[config.mk]
export PLATFORM = sky130hd
export DESIGN_NAME = pwp_config_protect
export DESIGN_NICKNAME = d
export VERILOG_FILES = /design/src/pwp_pkg.sv /design/src/pwp_wr_if.sv /design/src/pwp_wr_gate.sv /design/src/pwp_config_protect.sv
export SDC_FILE = /design/constraint.sdc
export NUM_CORES = 1
export LEC_CHECK = 0
export BUFFER_PORTS_ARGS = -buffer_cell sky130_fd_sc_hd__clkbuf_2
export CAP_MARGIN = 30
export CORE_AREA = 4 4 103 105
export CTS_BUF_LIST = sky130_fd_sc_hd__clkbuf_16
export DETAILED_ROUTE_END_ITERATION = 16
export DIE_AREA = 0 0 107 109
export GPL_ROUTABILITY_DRIVEN = 0
export GPL_TIMING_DRIVEN = 0
export PLACE_DENSITY_LB_ADDON = 0.25
export SLEW_MARGIN = 10
export SYNTH_ARGS = -nofsm -noshare
export SYNTH_HDL_FRONTEND = slang
export SYNTH_HIERARCHICAL = 1
export SYNTH_SLANG_ARGS = --single-unit
[constraint.sdc]
create_clock -name pclk -period 4.6 [get_ports pclk]
set_input_delay 0.46 -clock pclk [delete_from_list [all_inputs] [get_ports pclk]]
set_output_delay 0.46 -clock pclk [all_outputs]
set_load 0.03 [all_outputs]
[src/pwp_pkg.sv]
package pwp_pkg;

	localparam int          NPAIR          = 3;
	localparam int          IDX_W          = 14;

	localparam logic [13:0] IDX_CTRL_LOW   = 14'h0040;
	localparam logic [13:0] IDX_CTRL_HIGH  = 14'h0041;
	localparam logic [13:0] IDX_INV_HIGH   = 14'h0050;
	localparam logic [13:0] IDX_DT_LOW     = 14'h0058;
	localparam logic [13:0] IDX_DT_HIGH    = 14'h0059;
	localparam logic [13:0] IDX_MAP1_LOW   = 14'h005c;
	localparam logic [13:0] IDX_MAP1_HIGH  = 14'h005d;
	localparam logic [13:0] IDX_MAP2_LOW   = 14'h005e;
	localparam logic [13:0] IDX_CFG_LOW    = 14'h1820;
	localparam logic [13:0] IDX_CFG_HIGH   = 14'h1821;

	localparam int          CFGL_WP_BIT    = 0;
	localparam int          CFGL_PAIR_LSB  = 1;
	localparam int          CFGL_BOT_LSB   = 4;
	localparam int          CTH_EXT_BIT    = 0;
	localparam int          CTL_SWAP_LSB   = 0;
	localparam int          CTL_LOAD_LSB   = 4;

	localparam logic [7:0]  MASK_FULL      = 8'hff;
	localparam logic [7:0]  MASK_NONE      = 8'h00;
	localparam logic [7:0]  MASK_CFG_LOW   = 8'h7f;
	localparam logic [7:0]  MASK_CFG_HIGH  = 8'h77;
	localparam logic [7:0]  MASK_DT_HIGH   = 8'h0f;
	localparam logic [7:0]  MASK_CTL_LOW   = 8'h37;
	localparam logic [7:0]  MASK_CTH       = 8'h01;

	localparam logic [7:0]  RST_MAP        = 8'hff;
	localparam logic [7:0]  RST_DT_LOW     = 8'hff;
	localparam logic [3:0]  RST_DT_HIGH    = 4'hf;
	localparam logic [7:0]  RST_BYTE       = 8'h00;

	typedef enum logic [3:0] {
		SEL_NONE,
		SEL_CTRL_LOW,
		SEL_CTRL_HIGH,
		SEL_INV_HIGH,
		SEL_DT_LOW,
		SEL_DT_HIGH,
		SEL_MAP1_LOW,
		SEL_MAP1_HIGH,
		SEL_MAP2_LOW,
		SEL_CFG_LOW,
		SEL_CFG_HIGH
	} pwp_sel_t;

	typedef struct packed {
		logic        pready;
		logic        pslverr;
		logic [31:0] prdata;
		logic [7:0]  inv_high;
		logic [7:0]  map1_low;
		logic [7:0]  map1_high;
		logic [7:0]  map2_low;
		logic [7:0]  dt_low;
		logic [3:0]  dt_high;
		logic [7:0]  cfg_low;
		logic [7:0]  cfg_high;
		logic        ext_access;
		logic [7:0]  ctl_low;
		logic [5:0]  chan_cmpl;
		logic [2:0]  dt_en;
	} pwp_state_t;

	localparam pwp_state_t STATE_RST = '{
		pready:     1'b0,
		pslverr:    1'b0,
		prdata:     32'h0000_0000,
		inv_high:   RST_BYTE,
		map1_low:   RST_MAP,
		map1_high:  RST_MAP,
		map2_low:   RST_MAP,
		dt_low:     RST_DT_LOW,
		dt_high:    RST_DT_HIGH,
		cfg_low:    RST_BYTE,
		cfg_high:   RST_BYTE,
		ext_access: 1'b0,
		ctl_low:    RST_BYTE,
		chan_cmpl:  6'h3f,
		dt_en:      3'h7
	};

	function automatic pwp_sel_t pwp_decode(input logic [13:0] idx);
		case (idx)
			IDX_CTRL_LOW:  return SEL_CTRL_LOW;
			IDX_CTRL_HIGH: return SEL_CTRL_HIGH;
			IDX_INV_HIGH:  return SEL_INV_HIGH;
			IDX_DT_LOW:    return SEL_DT_LOW;
			IDX_DT_HIGH:   return SEL_DT_HIGH;
			IDX_MAP1_LOW:  return SEL_MAP1_LOW;
			IDX_MAP1_HIGH: return SEL_MAP1_HIGH;
			IDX_MAP2_LOW:  return SEL_MAP2_LOW;
			IDX_CFG_LOW:   return SEL_CFG_LOW;
			IDX_CFG_HIGH:  return SEL_CFG_HIGH;
			default:       return SEL_NONE;
		endcase
	endfunction : pwp_decode

	function automatic logic [7:0] pwp_merge(input logic [7:0] old_v, input logic [7:0] new_v,
		input logic [7:0] mask);
		return (old_v & ~mask) | (new_v & mask);
	endfunction : pwp_merge

endpackage : pwp_pkg

[src/pwp_wr_if.sv]
`timescale 1ns/1ps
interface pwp_wr_if;
	import pwp_pkg::*;
	pwp_sel_t   sel;
	logic       wp;
	logic       ext_access;
	logic [7:0] mask;

	modport src  (output sel, output wp, output ext_access, input mask);
	modport gate (input sel, input wp, input ext_access, output mask);
endinterface : pwp_wr_if

[src/pwp_wr_gate.sv]
`timescale 1ns/1ps
module pwp_wr_gate (
	pwp_wr_if.gate wif
);
	import pwp_pkg::*;

	// Per-bit write permission for the selected register
	always_comb begin
		wif.mask = MASK_NONE;
		case (wif.sel)
			SEL_INV_HIGH,
			SEL_DT_LOW,
			SEL_MAP1_LOW,
			SEL_MAP1_HIGH,
			SEL_MAP2_LOW: begin
				wif.mask = wif.wp ? MASK_NONE : MASK_FULL;
			end
			SEL_DT_HIGH: begin
				wif.mask = wif.wp ? MASK_NONE : MASK_DT_HIGH;
			end
			SEL_CFG_LOW: begin
				// Mask comes from the old lock, so the locking write lands whole
				wif.mask = wif.wp ? MASK_NONE : MASK_CFG_LOW;
			end
			SEL_CFG_HIGH: begin
				wif.mask = wif.wp ? MASK_NONE : MASK_CFG_HIGH;
			end
			SEL_CTRL_HIGH: begin
				wif.mask = wif.wp ? MASK_NONE : MASK_CTH;
			end
			SEL_CTRL_LOW: begin
				wif.mask = wif.ext_access ? MASK_CTL_LOW : MASK_NONE;
			end
			default: begin
				wif.mask = MASK_NONE;
			end
		endcase
	end

endmodule : pwp_wr_gate

[src/pwp_config_protect.sv]
// Implementation choice: the APB register port.
`timescale 1ns/1ps
module pwp_config_protect #(
	parameter int ADDR_W = 16
) (
	input  wire logic              pclk,
	input  wire logic              presetn,
	input  wire logic              psel,
	input  wire logic              penable,
	input  wire logic              pwrite,
	input  wire logic [ADDR_W-1:0] paddr,
	input  wire logic [31:0]       pwdata,
	input  wire logic [3:0]        pstrb,
	output wire logic [31:0]       prdata,
	output wire logic              pready,
	output wire logic              pslverr,
	output wire logic [2:0]        bottom_polarity,
	output wire logic [2:0]        pair_mode_select,
	output wire logic [5:0]        chan_complementary,
	output wire logic [2:0]        deadtime_pair_en,
	output wire logic [11:0]       deadtime_value,
	output wire logic              write_protect,
	output wire logic              enhanced_access_enable,
	output wire logic [1:0]        value_load_mode,
	output wire logic [2:0]        swap_pairs,
	output wire logic [7:0]        channel_inversion_high,
	output wire logic [23:0]       disable_map,
	output wire logic [7:0]        config_high
);
	import pwp_pkg::*;

	if (ADDR_W < 16 || ADDR_W > 32) begin : g_bad_addr_w
		$error("ADDR_W must be 16 to 32");
	end

	pwp_state_t        s_r;
	pwp_state_t        s_nxt;
	logic [ADDR_W-1:0] word_idx;
	logic              aligned;
	pwp_sel_t          sel;
	logic              access;
	logic              commit;
	logic              wr;
	logic [7:0]        rd_byte;
	logic [7:0]        wd;
	logic [7:0]        wm;
	logic [7:0]        dt_high_m;

	pwp_wr_if wif ();

	pwp_wr_gate u_gate (
		.wif (wif)
	);

	// Decode; misaligned or out-of-range addresses hit nothing
	assign word_idx = paddr >> 2;
	assign aligned  = (paddr[1:0] == 2'b00) && (word_idx[ADDR_W-1:IDX_W] == '0);
	assign sel      = aligned ? pwp_decode(word_idx[IDX_W-1:0]) : SEL_NONE;
	assign access   = psel && penable;
	assign commit   = access && s_r.pready;
	assign wr       = commit && pwrite && pstrb[0];
	assign wd       = pwdata[7:0];
	assign wm       = wif.mask;
	assign dt_high_m = pwp_merge({4'h0, s_r.dt_high}, wd, wm);

	assign wif.sel        = sel;
	assign wif.wp         = s_r.cfg_low[CFGL_WP_BIT];
	assign wif.ext_access = s_r.ext_access;

	// Read view; reserved bits are never stored, so they read zero
	always_comb begin
		rd_byte = 8'h00;
		case (sel)
			SEL_CTRL_LOW:  rd_byte = s_r.ctl_low;
			SEL_CTRL_HIGH: rd_byte = {7'h00, s_r.ext_access};
			SEL_INV_HIGH:  rd_byte = s_r.inv_high;
			SEL_DT_LOW:    rd_byte = s_r.dt_low;
			SEL_DT_HIGH:   rd_byte = {4'h0, s_r.dt_high};
			SEL_MAP1_LOW:  rd_byte = s_r.map1_low;
			SEL_MAP1_HIGH: rd_byte = s_r.map1_high;
			SEL_MAP2_LOW:  rd_byte = s_r.map2_low;
			SEL_CFG_LOW:   rd_byte = s_r.cfg_low;
			SEL_CFG_HIGH:  rd_byte = s_r.cfg_high & MASK_CFG_HIGH;
			default:       rd_byte = 8'h00;
		endcase
	end

	always_comb begin
		s_nxt = s_r;
		// One wait state keeps every bus output on a flip-flop
		s_nxt.pready  = access && !s_r.pready;
		s_nxt.pslverr = 1'b0;
		if (access && !s_r.pready && !pwrite) begin
			s_nxt.prdata = {24'h00_0000, rd_byte};
		end
		if (wr) begin
			case (sel)
				SEL_INV_HIGH: begin
					s_nxt.inv_high = pwp_merge(s_r.inv_high, wd, wm);
				end
				SEL_DT_LOW: begin
					s_nxt.dt_low = pwp_merge(s_r.dt_low, wd, wm);
				end
				SEL_DT_HIGH: begin
					s_nxt.dt_high = dt_high_m[3:0];
				end
				SEL_MAP1_LOW: begin
					s_nxt.map1_low = pwp_merge(s_r.map1_low, wd, wm);
				end
				SEL_MAP1_HIGH: begin
					s_nxt.map1_high = pwp_merge(s_r.map1_high, wd, wm);
				end
				SEL_MAP2_LOW: begin
					s_nxt.map2_low = pwp_merge(s_r.map2_low, wd, wm);
				end
				SEL_CFG_LOW: begin
					s_nxt.cfg_low = pwp_merge(s_r.cfg_low, wd, wm);
				end
				SEL_CFG_HIGH: begin
					s_nxt.cfg_high = pwp_merge(s_r.cfg_high, wd, wm);
				end
				SEL_CTRL_HIGH: begin
					if (wm[CTH_EXT_BIT]) begin
						s_nxt.ext_access = wd[CTH_EXT_BIT];
					end
				end
				SEL_CTRL_LOW: begin
					s_nxt.ctl_low = pwp_merge(s_r.ctl_low, wd, wm);
				end
				default: begin
					// Unmapped writes are simply dropped
					s_nxt.ctl_low = s_r.ctl_low;
				end
			endcase
		end
		// Lock only ever sets; no write can bring it back
		s_nxt.cfg_low[CFGL_WP_BIT] = s_r.cfg_low[CFGL_WP_BIT] | s_nxt.cfg_low[CFGL_WP_BIT];
		for (int k = 0; k < NPAIR; k++) begin
			s_nxt.chan_cmpl[2*k +: 2] = {2{~s_nxt.cfg_low[CFGL_PAIR_LSB+k]}};
		end
		// Independent channels get no deadtime
		s_nxt.dt_en = ~s_nxt.cfg_low[CFGL_PAIR_LSB +: NPAIR];
	end

	always_ff @(posedge pclk or negedge presetn) begin
		if (!presetn) begin
			s_r <= STATE_RST;
		end else begin
			s_r <= s_nxt;
		end
	end

	assign prdata                 = s_r.prdata;
	assign pready                 = s_r.pready;
	assign pslverr                = s_r.pslverr;
	assign bottom_polarity        = s_r.cfg_low[CFGL_BOT_LSB +: NPAIR];
	assign pair_mode_select       = s_r.cfg_low[CFGL_PAIR_LSB +: NPAIR];
	assign chan_complementary     = s_r.chan_cmpl;
	assign deadtime_pair_en       = s_r.dt_en;
	assign deadtime_value         = {s_r.dt_high, s_r.dt_low};
	assign write_protect          = s_r.cfg_low[CFGL_WP_BIT];
	assign enhanced_access_enable = s_r.ext_access;
	assign value_load_mode        = s_r.ctl_low[CTL_LOAD_LSB +: 2];
	assign swap_pairs             = s_r.ctl_low[CTL_SWAP_LSB +: NPAIR];
	assign channel_inversion_high = s_r.inv_high;
	assign disable_map            = {s_r.map2_low, s_r.map1_high, s_r.map1_low};
	assign config_high            = s_r.cfg_high;

	bot_pol_map_a : assert property (
		@(posedge pclk) disable iff (!presetn)
		(wr && sel == SEL_CFG_LOW && !write_protect)
		|=> bottom_polarity == $past(pwdata[6:4]))
		else $error("bottom polarity not taken from config write");

	pair_mode_a : assert property (
		@(posedge pclk) disable iff (!presetn)
		(wr && sel == SEL_CFG_LOW && !write_protect)
		|=> pair_mode_select == $past(pwdata[3:1]))
		else $error("pair mode not taken from config write");

	pair_fixed_a : assert property (
		@(posedge pclk) disable iff (!presetn)
		chan_complementary == {{2{~pair_mode_select[2]}}, {2{~pair_mode_select[1]}},
			{2{~pair_mode_select[0]}}})
		else $error("channel pairing wrong");

	open_write_a : assert property (
		@(posedge pclk) disable iff (!presetn)
		(wr && sel == SEL_MAP1_LOW && !write_protect)
		|=> disable_map[7:0] == $past(pwdata[7:0]))
		else $error("open write not accepted");

	locked_hold_a : assert property (
		@(posedge pclk) disable iff (!presetn)
		(write_protect && wr && (sel == SEL_DT_LOW || sel == SEL_DT_HIGH))
		|=> $stable(deadtime_value))
		else $error("locked deadtime changed");

	wp_sticky_a : assert property (
		@(posedge pclk) disable iff (!presetn)
		write_protect |=> write_protect [*3])
		else $error("write protect cleared");

	prot_set_a : assert property (
		@(posedge pclk) disable iff (!presetn)
		write_protect |=> $stable({channel_inversion_high, disable_map, deadtime_value,
			config_high, bottom_polarity, pair_mode_select, enhanced_access_enable}))
		else $error("protected register changed while locked");

	ext_lock_a : assert property (
		@(posedge pclk) disable iff (!presetn)
		!enhanced_access_enable |=> $stable({value_load_mode, swap_pairs}))
		else $error("control low changed without extended access");

	ext_chain_a : assert property (
		@(posedge pclk) disable iff (!presetn)
		(write_protect && wr && sel == SEL_CTRL_HIGH)
		|=> enhanced_access_enable == $past(enhanced_access_enable))
		else $error("extended access bit changed while locked");

	wp_full_write_a : assert property (
		@(posedge pclk) disable iff (!presetn)
		(wr && sel == SEL_CFG_LOW && !write_protect && pwdata[0])
		|=> write_protect && pair_mode_select == $past(pwdata[3:1])
			&& bottom_polarity == $past(pwdata[6:4]))
		else $error("locking write not applied in full");

	cfgh_bit7_a : assert property (
		@(posedge pclk) disable iff (!presetn)
		(access && !pready && !pwrite && sel == SEL_CFG_HIGH)
		|=> pready && prdata[7] == 1'b0)
		else $error("config high bit 7 read nonzero");

	dt_comp_only_a : assert property (
		@(posedge pclk) disable iff (!presetn)
		deadtime_pair_en == ~pair_mode_select)
		else $error("deadtime enabled on independent pair");

	no_error_a : assert property (
		@(posedge pclk) disable iff (!presetn)
		(access && !pready) |=> pready && !pslverr ##1 !pready)
		else $error("bus answer late or flagged an error");

	bot_pol_hold_a : assert property (
		@(posedge pclk) disable iff (!presetn)
		!(wr && sel == SEL_CFG_LOW) |=> $stable(bottom_polarity))
		else $error("bottom polarity changed without config write");

	pair_mode_hold_a : assert property (
		@(posedge pclk) disable iff (!presetn)
		!(wr && sel == SEL_CFG_LOW) |=> $stable(pair_mode_select))
		else $error("pair mode changed without config write");

	pair_dt_match_a : assert property (
		@(posedge pclk) disable iff (!presetn)
		chan_complementary == {{2{deadtime_pair_en[2]}}, {2{deadtime_pair_en[1]}},
			{2{deadtime_pair_en[0]}}})
		else $error("pair grouping differs from deadtime grouping");

	open_inv_a : assert property (
		@(posedge pclk) disable iff (!presetn)
		(wr && sel == SEL_INV_HIGH && !write_protect)
		|=> channel_inversion_high == $past(pwdata[7:0]))
		else $error("open inversion write not accepted");

	open_dt_a : assert property (
		@(posedge pclk) disable iff (!presetn)
		(wr && sel == SEL_DT_LOW && !write_protect)
		|=> deadtime_value[7:0] == $past(pwdata[7:0]))
		else $error("open deadtime write not accepted");

	open_map2_a : assert property (
		@(posedge pclk) disable iff (!presetn)
		(wr && sel == SEL_MAP2_LOW && !write_protect)
		|=> disable_map[23:16] == $past(pwdata[7:0]))
		else $error("open map write not accepted");

	locked_map_a : assert property (
		@(posedge pclk) disable iff (!presetn)
		(write_protect && wr && sel == SEL_MAP2_LOW)
		|=> $stable(disable_map))
		else $error("locked map changed");

	lock_mask_a : assert property (
		@(posedge pclk) disable iff (!presetn)
		(write_protect && sel != SEL_CTRL_LOW) |-> wm == MASK_NONE)
		else $error("write permitted while locked");

	wp_no_clear_a : assert property (
		@(posedge pclk) disable iff (!presetn)
		(write_protect && wr && sel == SEL_CFG_LOW)
		|=> write_protect && $stable(pair_mode_select))
		else $error("config write accepted while locked");

	cfg_low_frozen_a : assert property (
		@(posedge pclk) disable iff (!presetn)
		write_protect |=> $stable(s_r.cfg_low))
		else $error("config low changed while locked");

	ctl_open_a : assert property (
		@(posedge pclk) disable iff (!presetn)
		(wr && sel == SEL_CTRL_LOW && enhanced_access_enable)
		|=> swap_pairs == $past(pwdata[2:0])
			&& value_load_mode == $past(pwdata[5:4]))
		else $error("control low write not accepted with extended access");

	ext_open_a : assert property (
		@(posedge pclk) disable iff (!presetn)
		(wr && sel == SEL_CTRL_HIGH && !write_protect)
		|=> enhanced_access_enable == $past(pwdata[0]))
		else $error("extended access write not accepted while open");

	wp_set_once_a : assert property (
		@(posedge pclk) disable iff (!presetn)
		(wr && sel == SEL_CFG_LOW && !write_protect && pwdata[0])
		|=> s_r.cfg_low == $past({1'b0, pwdata[6:0]}))
		else $error("locking write not stored whole");

	cfgh_rsvd_a : assert property (
		@(posedge pclk) disable iff (!presetn)
		!config_high[7] && !config_high[3])
		else $error("config high reserved bit set");

	dt_en_hold_a : assert property (
		@(posedge pclk) disable iff (!presetn)
		!(wr && sel == SEL_CFG_LOW) |=> $stable(deadtime_pair_en))
		else $error("deadtime enables changed without config write");

	unmapped_rd_a : assert property (
		@(posedge pclk) disable iff (!presetn)
		(access && !pready && !pwrite && sel == SEL_NONE)
		|=> prdata == 32'h0000_0000)
		else $error("unmapped read returned data");

	no_slverr_a : assert property (
		@(posedge pclk) disable iff (!presetn)
		!pslverr)
		else $error("bus error flagged");

	strobe_drop_a : assert property (
		@(posedge pclk) disable iff (!presetn)
		(commit && pwrite && !pstrb[0])
		|=> $stable({channel_inversion_high, disable_map, deadtime_value, config_high,
			write_protect}))
		else $error("write without byte strobe changed a register");

endmodule : pwp_config_protect

==> summary.md <==
| Metric | Value |
|---|---|
| Setup_tns | 0 ps |
| Die X | 107 um |
| Post-route DRC | 0 |
| CTS Buf Count | 9 |
| Initial DRT Pass Iterations | 5 |
| Clock Sinks | 81 |
| Sequential element share of the synthesized area | 39.1% |
| Clock tree buffer depth | 2 |
| Cell area power density | between 200 and 250 nW/um^2 |
| Data required time of the critical path | 4830 ps |
| Xor/xnor cell area share of the yosys netlist | 0.165% |
| Crit-path max FO | 9 |
| Unrepaired setup endpoints after global routing | no |
| Antenna Diode Count | 0 |
| H-tree Lvls | 3 |
| WL final | 14200 um |
| Postcts setup bufs | 0 |
| Critical Path Source Type | primary input |
| Fin area | 6430 sq um |
| Area growth syn-to-layout | 21.0% |
| Global-route wire length before repair | 22000 um |
| Dpl hpwl | 10100 um |
| Core area | 9640 sq um |
| Setup violators final | 0 |
| Crit path DAT | ~4000 ps |
| Ys Warns | 6 |
| Synth top area share | 19.8% |
| Synth Area in Adders | 0% |
| Largest cells by area after synthesis | dfrtp_1 20%, dfstp_2 19%, buf_4 15% |
| DP Cell Count | 796 |
| Total placed instance area | ~6000 sq um |
| Clk_lat worst skew | roughly 340 ps |
| WS Path Type | primary input to register |
| Crit path time final | 3750 ps |
| Cell taking the most area after synthesis | dfrtp_1 |
| Flop2flop setup slack | around 2400 ps |
| Avg Vias per Cell | 5.45 |
| Largest net degree at the start of global routing | ~50 |
| Syn avg cell area | ~10 sq um |
| Worst-path clk slew | 60 ps |
| Gate Count Post-Synth | 531 |
| Post-synthesis mux area share | 18.1% |
| Status | finished, final reports clean |
| LEAKAGE | 0.00319 uW |
| Peak Freq | around 270 MHz |
| Post-route ant nets | 0 |
| Worst setup EP type | register |
| Die area | between 10000 and 15000 sq um |
| Cell with the most instances after synthesis | buf_4 |
| Fin crit share | 81.6% |
| Root Driver | clkbuf_16 |
| Post-Syn Area | approximately 5300 sq um |
| DRT iter0 DRCs | around 370 |
| Simple-gate portion of the synthesized area | 16.2% |
| MaxCap Viol Count | 0 |
| Worst-margin pin slew | 970 ps |
| Unique masters post-synth | 65 |
| Share of cells above drive strength 1 | 54.9% |
| WL per Instance | between 15 and 20 um |
| Post-cts sizing count | 0 |
| Boundary Pins | ~170 |
| Peak supply drop | 0.000178 V |
| Top FF cell, synth | dfrtp_1 |
| Slew Limit Fails | 0 |
| Antenna violations before repair | 0 |
| Async S/R FF share, synth | 100% |
| Final Hold Viols | 0 |
| WHS | roughly 100 ps |
| Main combinational cell family by area after synthesis | multiplexers |
| GR Util All Layers | 24.5% |
| Site Rows | 36 |
| Overflow after GRT | 0 |
| Most frequent cells after synthesis | 107 x buf_4, 86 x nand2_1, 70 x mux2_2, 42 x dfrtp_1, 39 x dfstp_2 |
| CTS tree | built |
| Via count | around 4400 |
| Vert. Die Dim | about 110 um |
| Hold Crit Class | primary input to async pin |
| Yosys reg bits | 81 |
| Hold buffer count at CTS | 0 |
| Vias in the first global route | between 4000 and 5000 |
| Worst rel slew slack | 35.0% |
| Post-synth EDFFs | 0 |
| Port buffer count | 107 |
| Starting Density | about 55% |
| Clk_skew | 6.80 ps |
| Finished Layout Cells | 812 |
| Layout Nets | 731 |
| Compound-Gate Fraction of Synth Area | just under 9% |
[kinds of logic (layout without fill, tap and decap cells)]
kind of cell,count (synthesis),count (layout)
other cells,1,25
simple gates,163,163
buf+inv,137,261
flops,81,81
compound gates,61,61
mux,87,87
xor+xnor,1,1
[path summary, 6_finish.rpt]
check | startpoint | end | cells after the start
min in group pclk | penable | pready | 3
worst min-delay path | presetn | async pin | 1
worst max register to register | pready | register | 5
max in group asynchronous | presetn | async pin | 2
worst max-delay path | paddr[7] | pair_mode_select[1] | 13
worst min register to register | pair_mode_select[2] | chan_complementary[4] | 1
[area by class of cell]
type                       count  area [sq um]
fill                         837          3210
multi-input combinational    337          2390
sequential                    81          2080
buffer                       132           921
timing repair buffer         108           566
clock buffer                   9           225
tap                          133           166
clock inverter                 7          62.6
inverter                       5          18.8
[cells in the final DEF, fill, tap and decap left out, types with 3 or more instances in the layout]
master / count
a221o_1: 4
conb_1: 25
buf_2: 7
o21ai_1: 5
nor3_2: 5
clkbuf_16: 9
a21oi_1: 12
nand3_1: 10
inv_1: 5
a22oi_1: 3
nor2_1: 14
nand4_1: 3
dfstp_2: 39
buf_4: 107
buf_1: 6
nor3_1: 8
o21ai_0: 8
a32oi_1: 5
dfrtp_1: 42
mux2i_1: 16
a2bb2oi_1: 3
mux2_2: 70
or2_2: 3
clkbuf_1: 10
nor2_2: 3
nand2_1: 86
clkbuf_2: 106
and3_1: 3
and2_1: 4
[per-stage QoR]
step                total power (uW)  util, %  worst slack [ps]
floorplan                        787        -              1110
global placement                 822     63.3               630
detailed placement               828     63.7               578
CTS                             1530     66.7               909
global route                    1570     66.7               654
finish                          1520     66.7               845
[per-layer routing]
| metal | global-route usage [%] | vias to the layer above | routed length (um) |
|---|---|---|---|
| met5 | 0 | - | 0 |
| met4 | 12.4 | 0 | 474 |
| met3 | 3.26 | 42 | 1140 |
| met2 | 40.2 | 245 | 6780 |
| met1 | 31.9 | 2117 | 5820 |
| li1 | - | 2020 | - |
[power breakdown]
part / switching (uW) / internal, uW
clock: 289 / 414
sequential: 0.457 / 715
combinational: 71.4 / 30.8
total: 361 / 1160
[critical path: stages]
cell       delay (ps)
clkbuf_2           90
or4b_1            500
buf_2             200
a2111oi_4         330
nor2_1            150
nor4b_4           690
a21oi_1           150
or2_1             270
o21ai_1           210
buf_4             140
clkbuf_1          310
nand2_1           160
mux2_2            310
(Power assumes the default switching activity.)
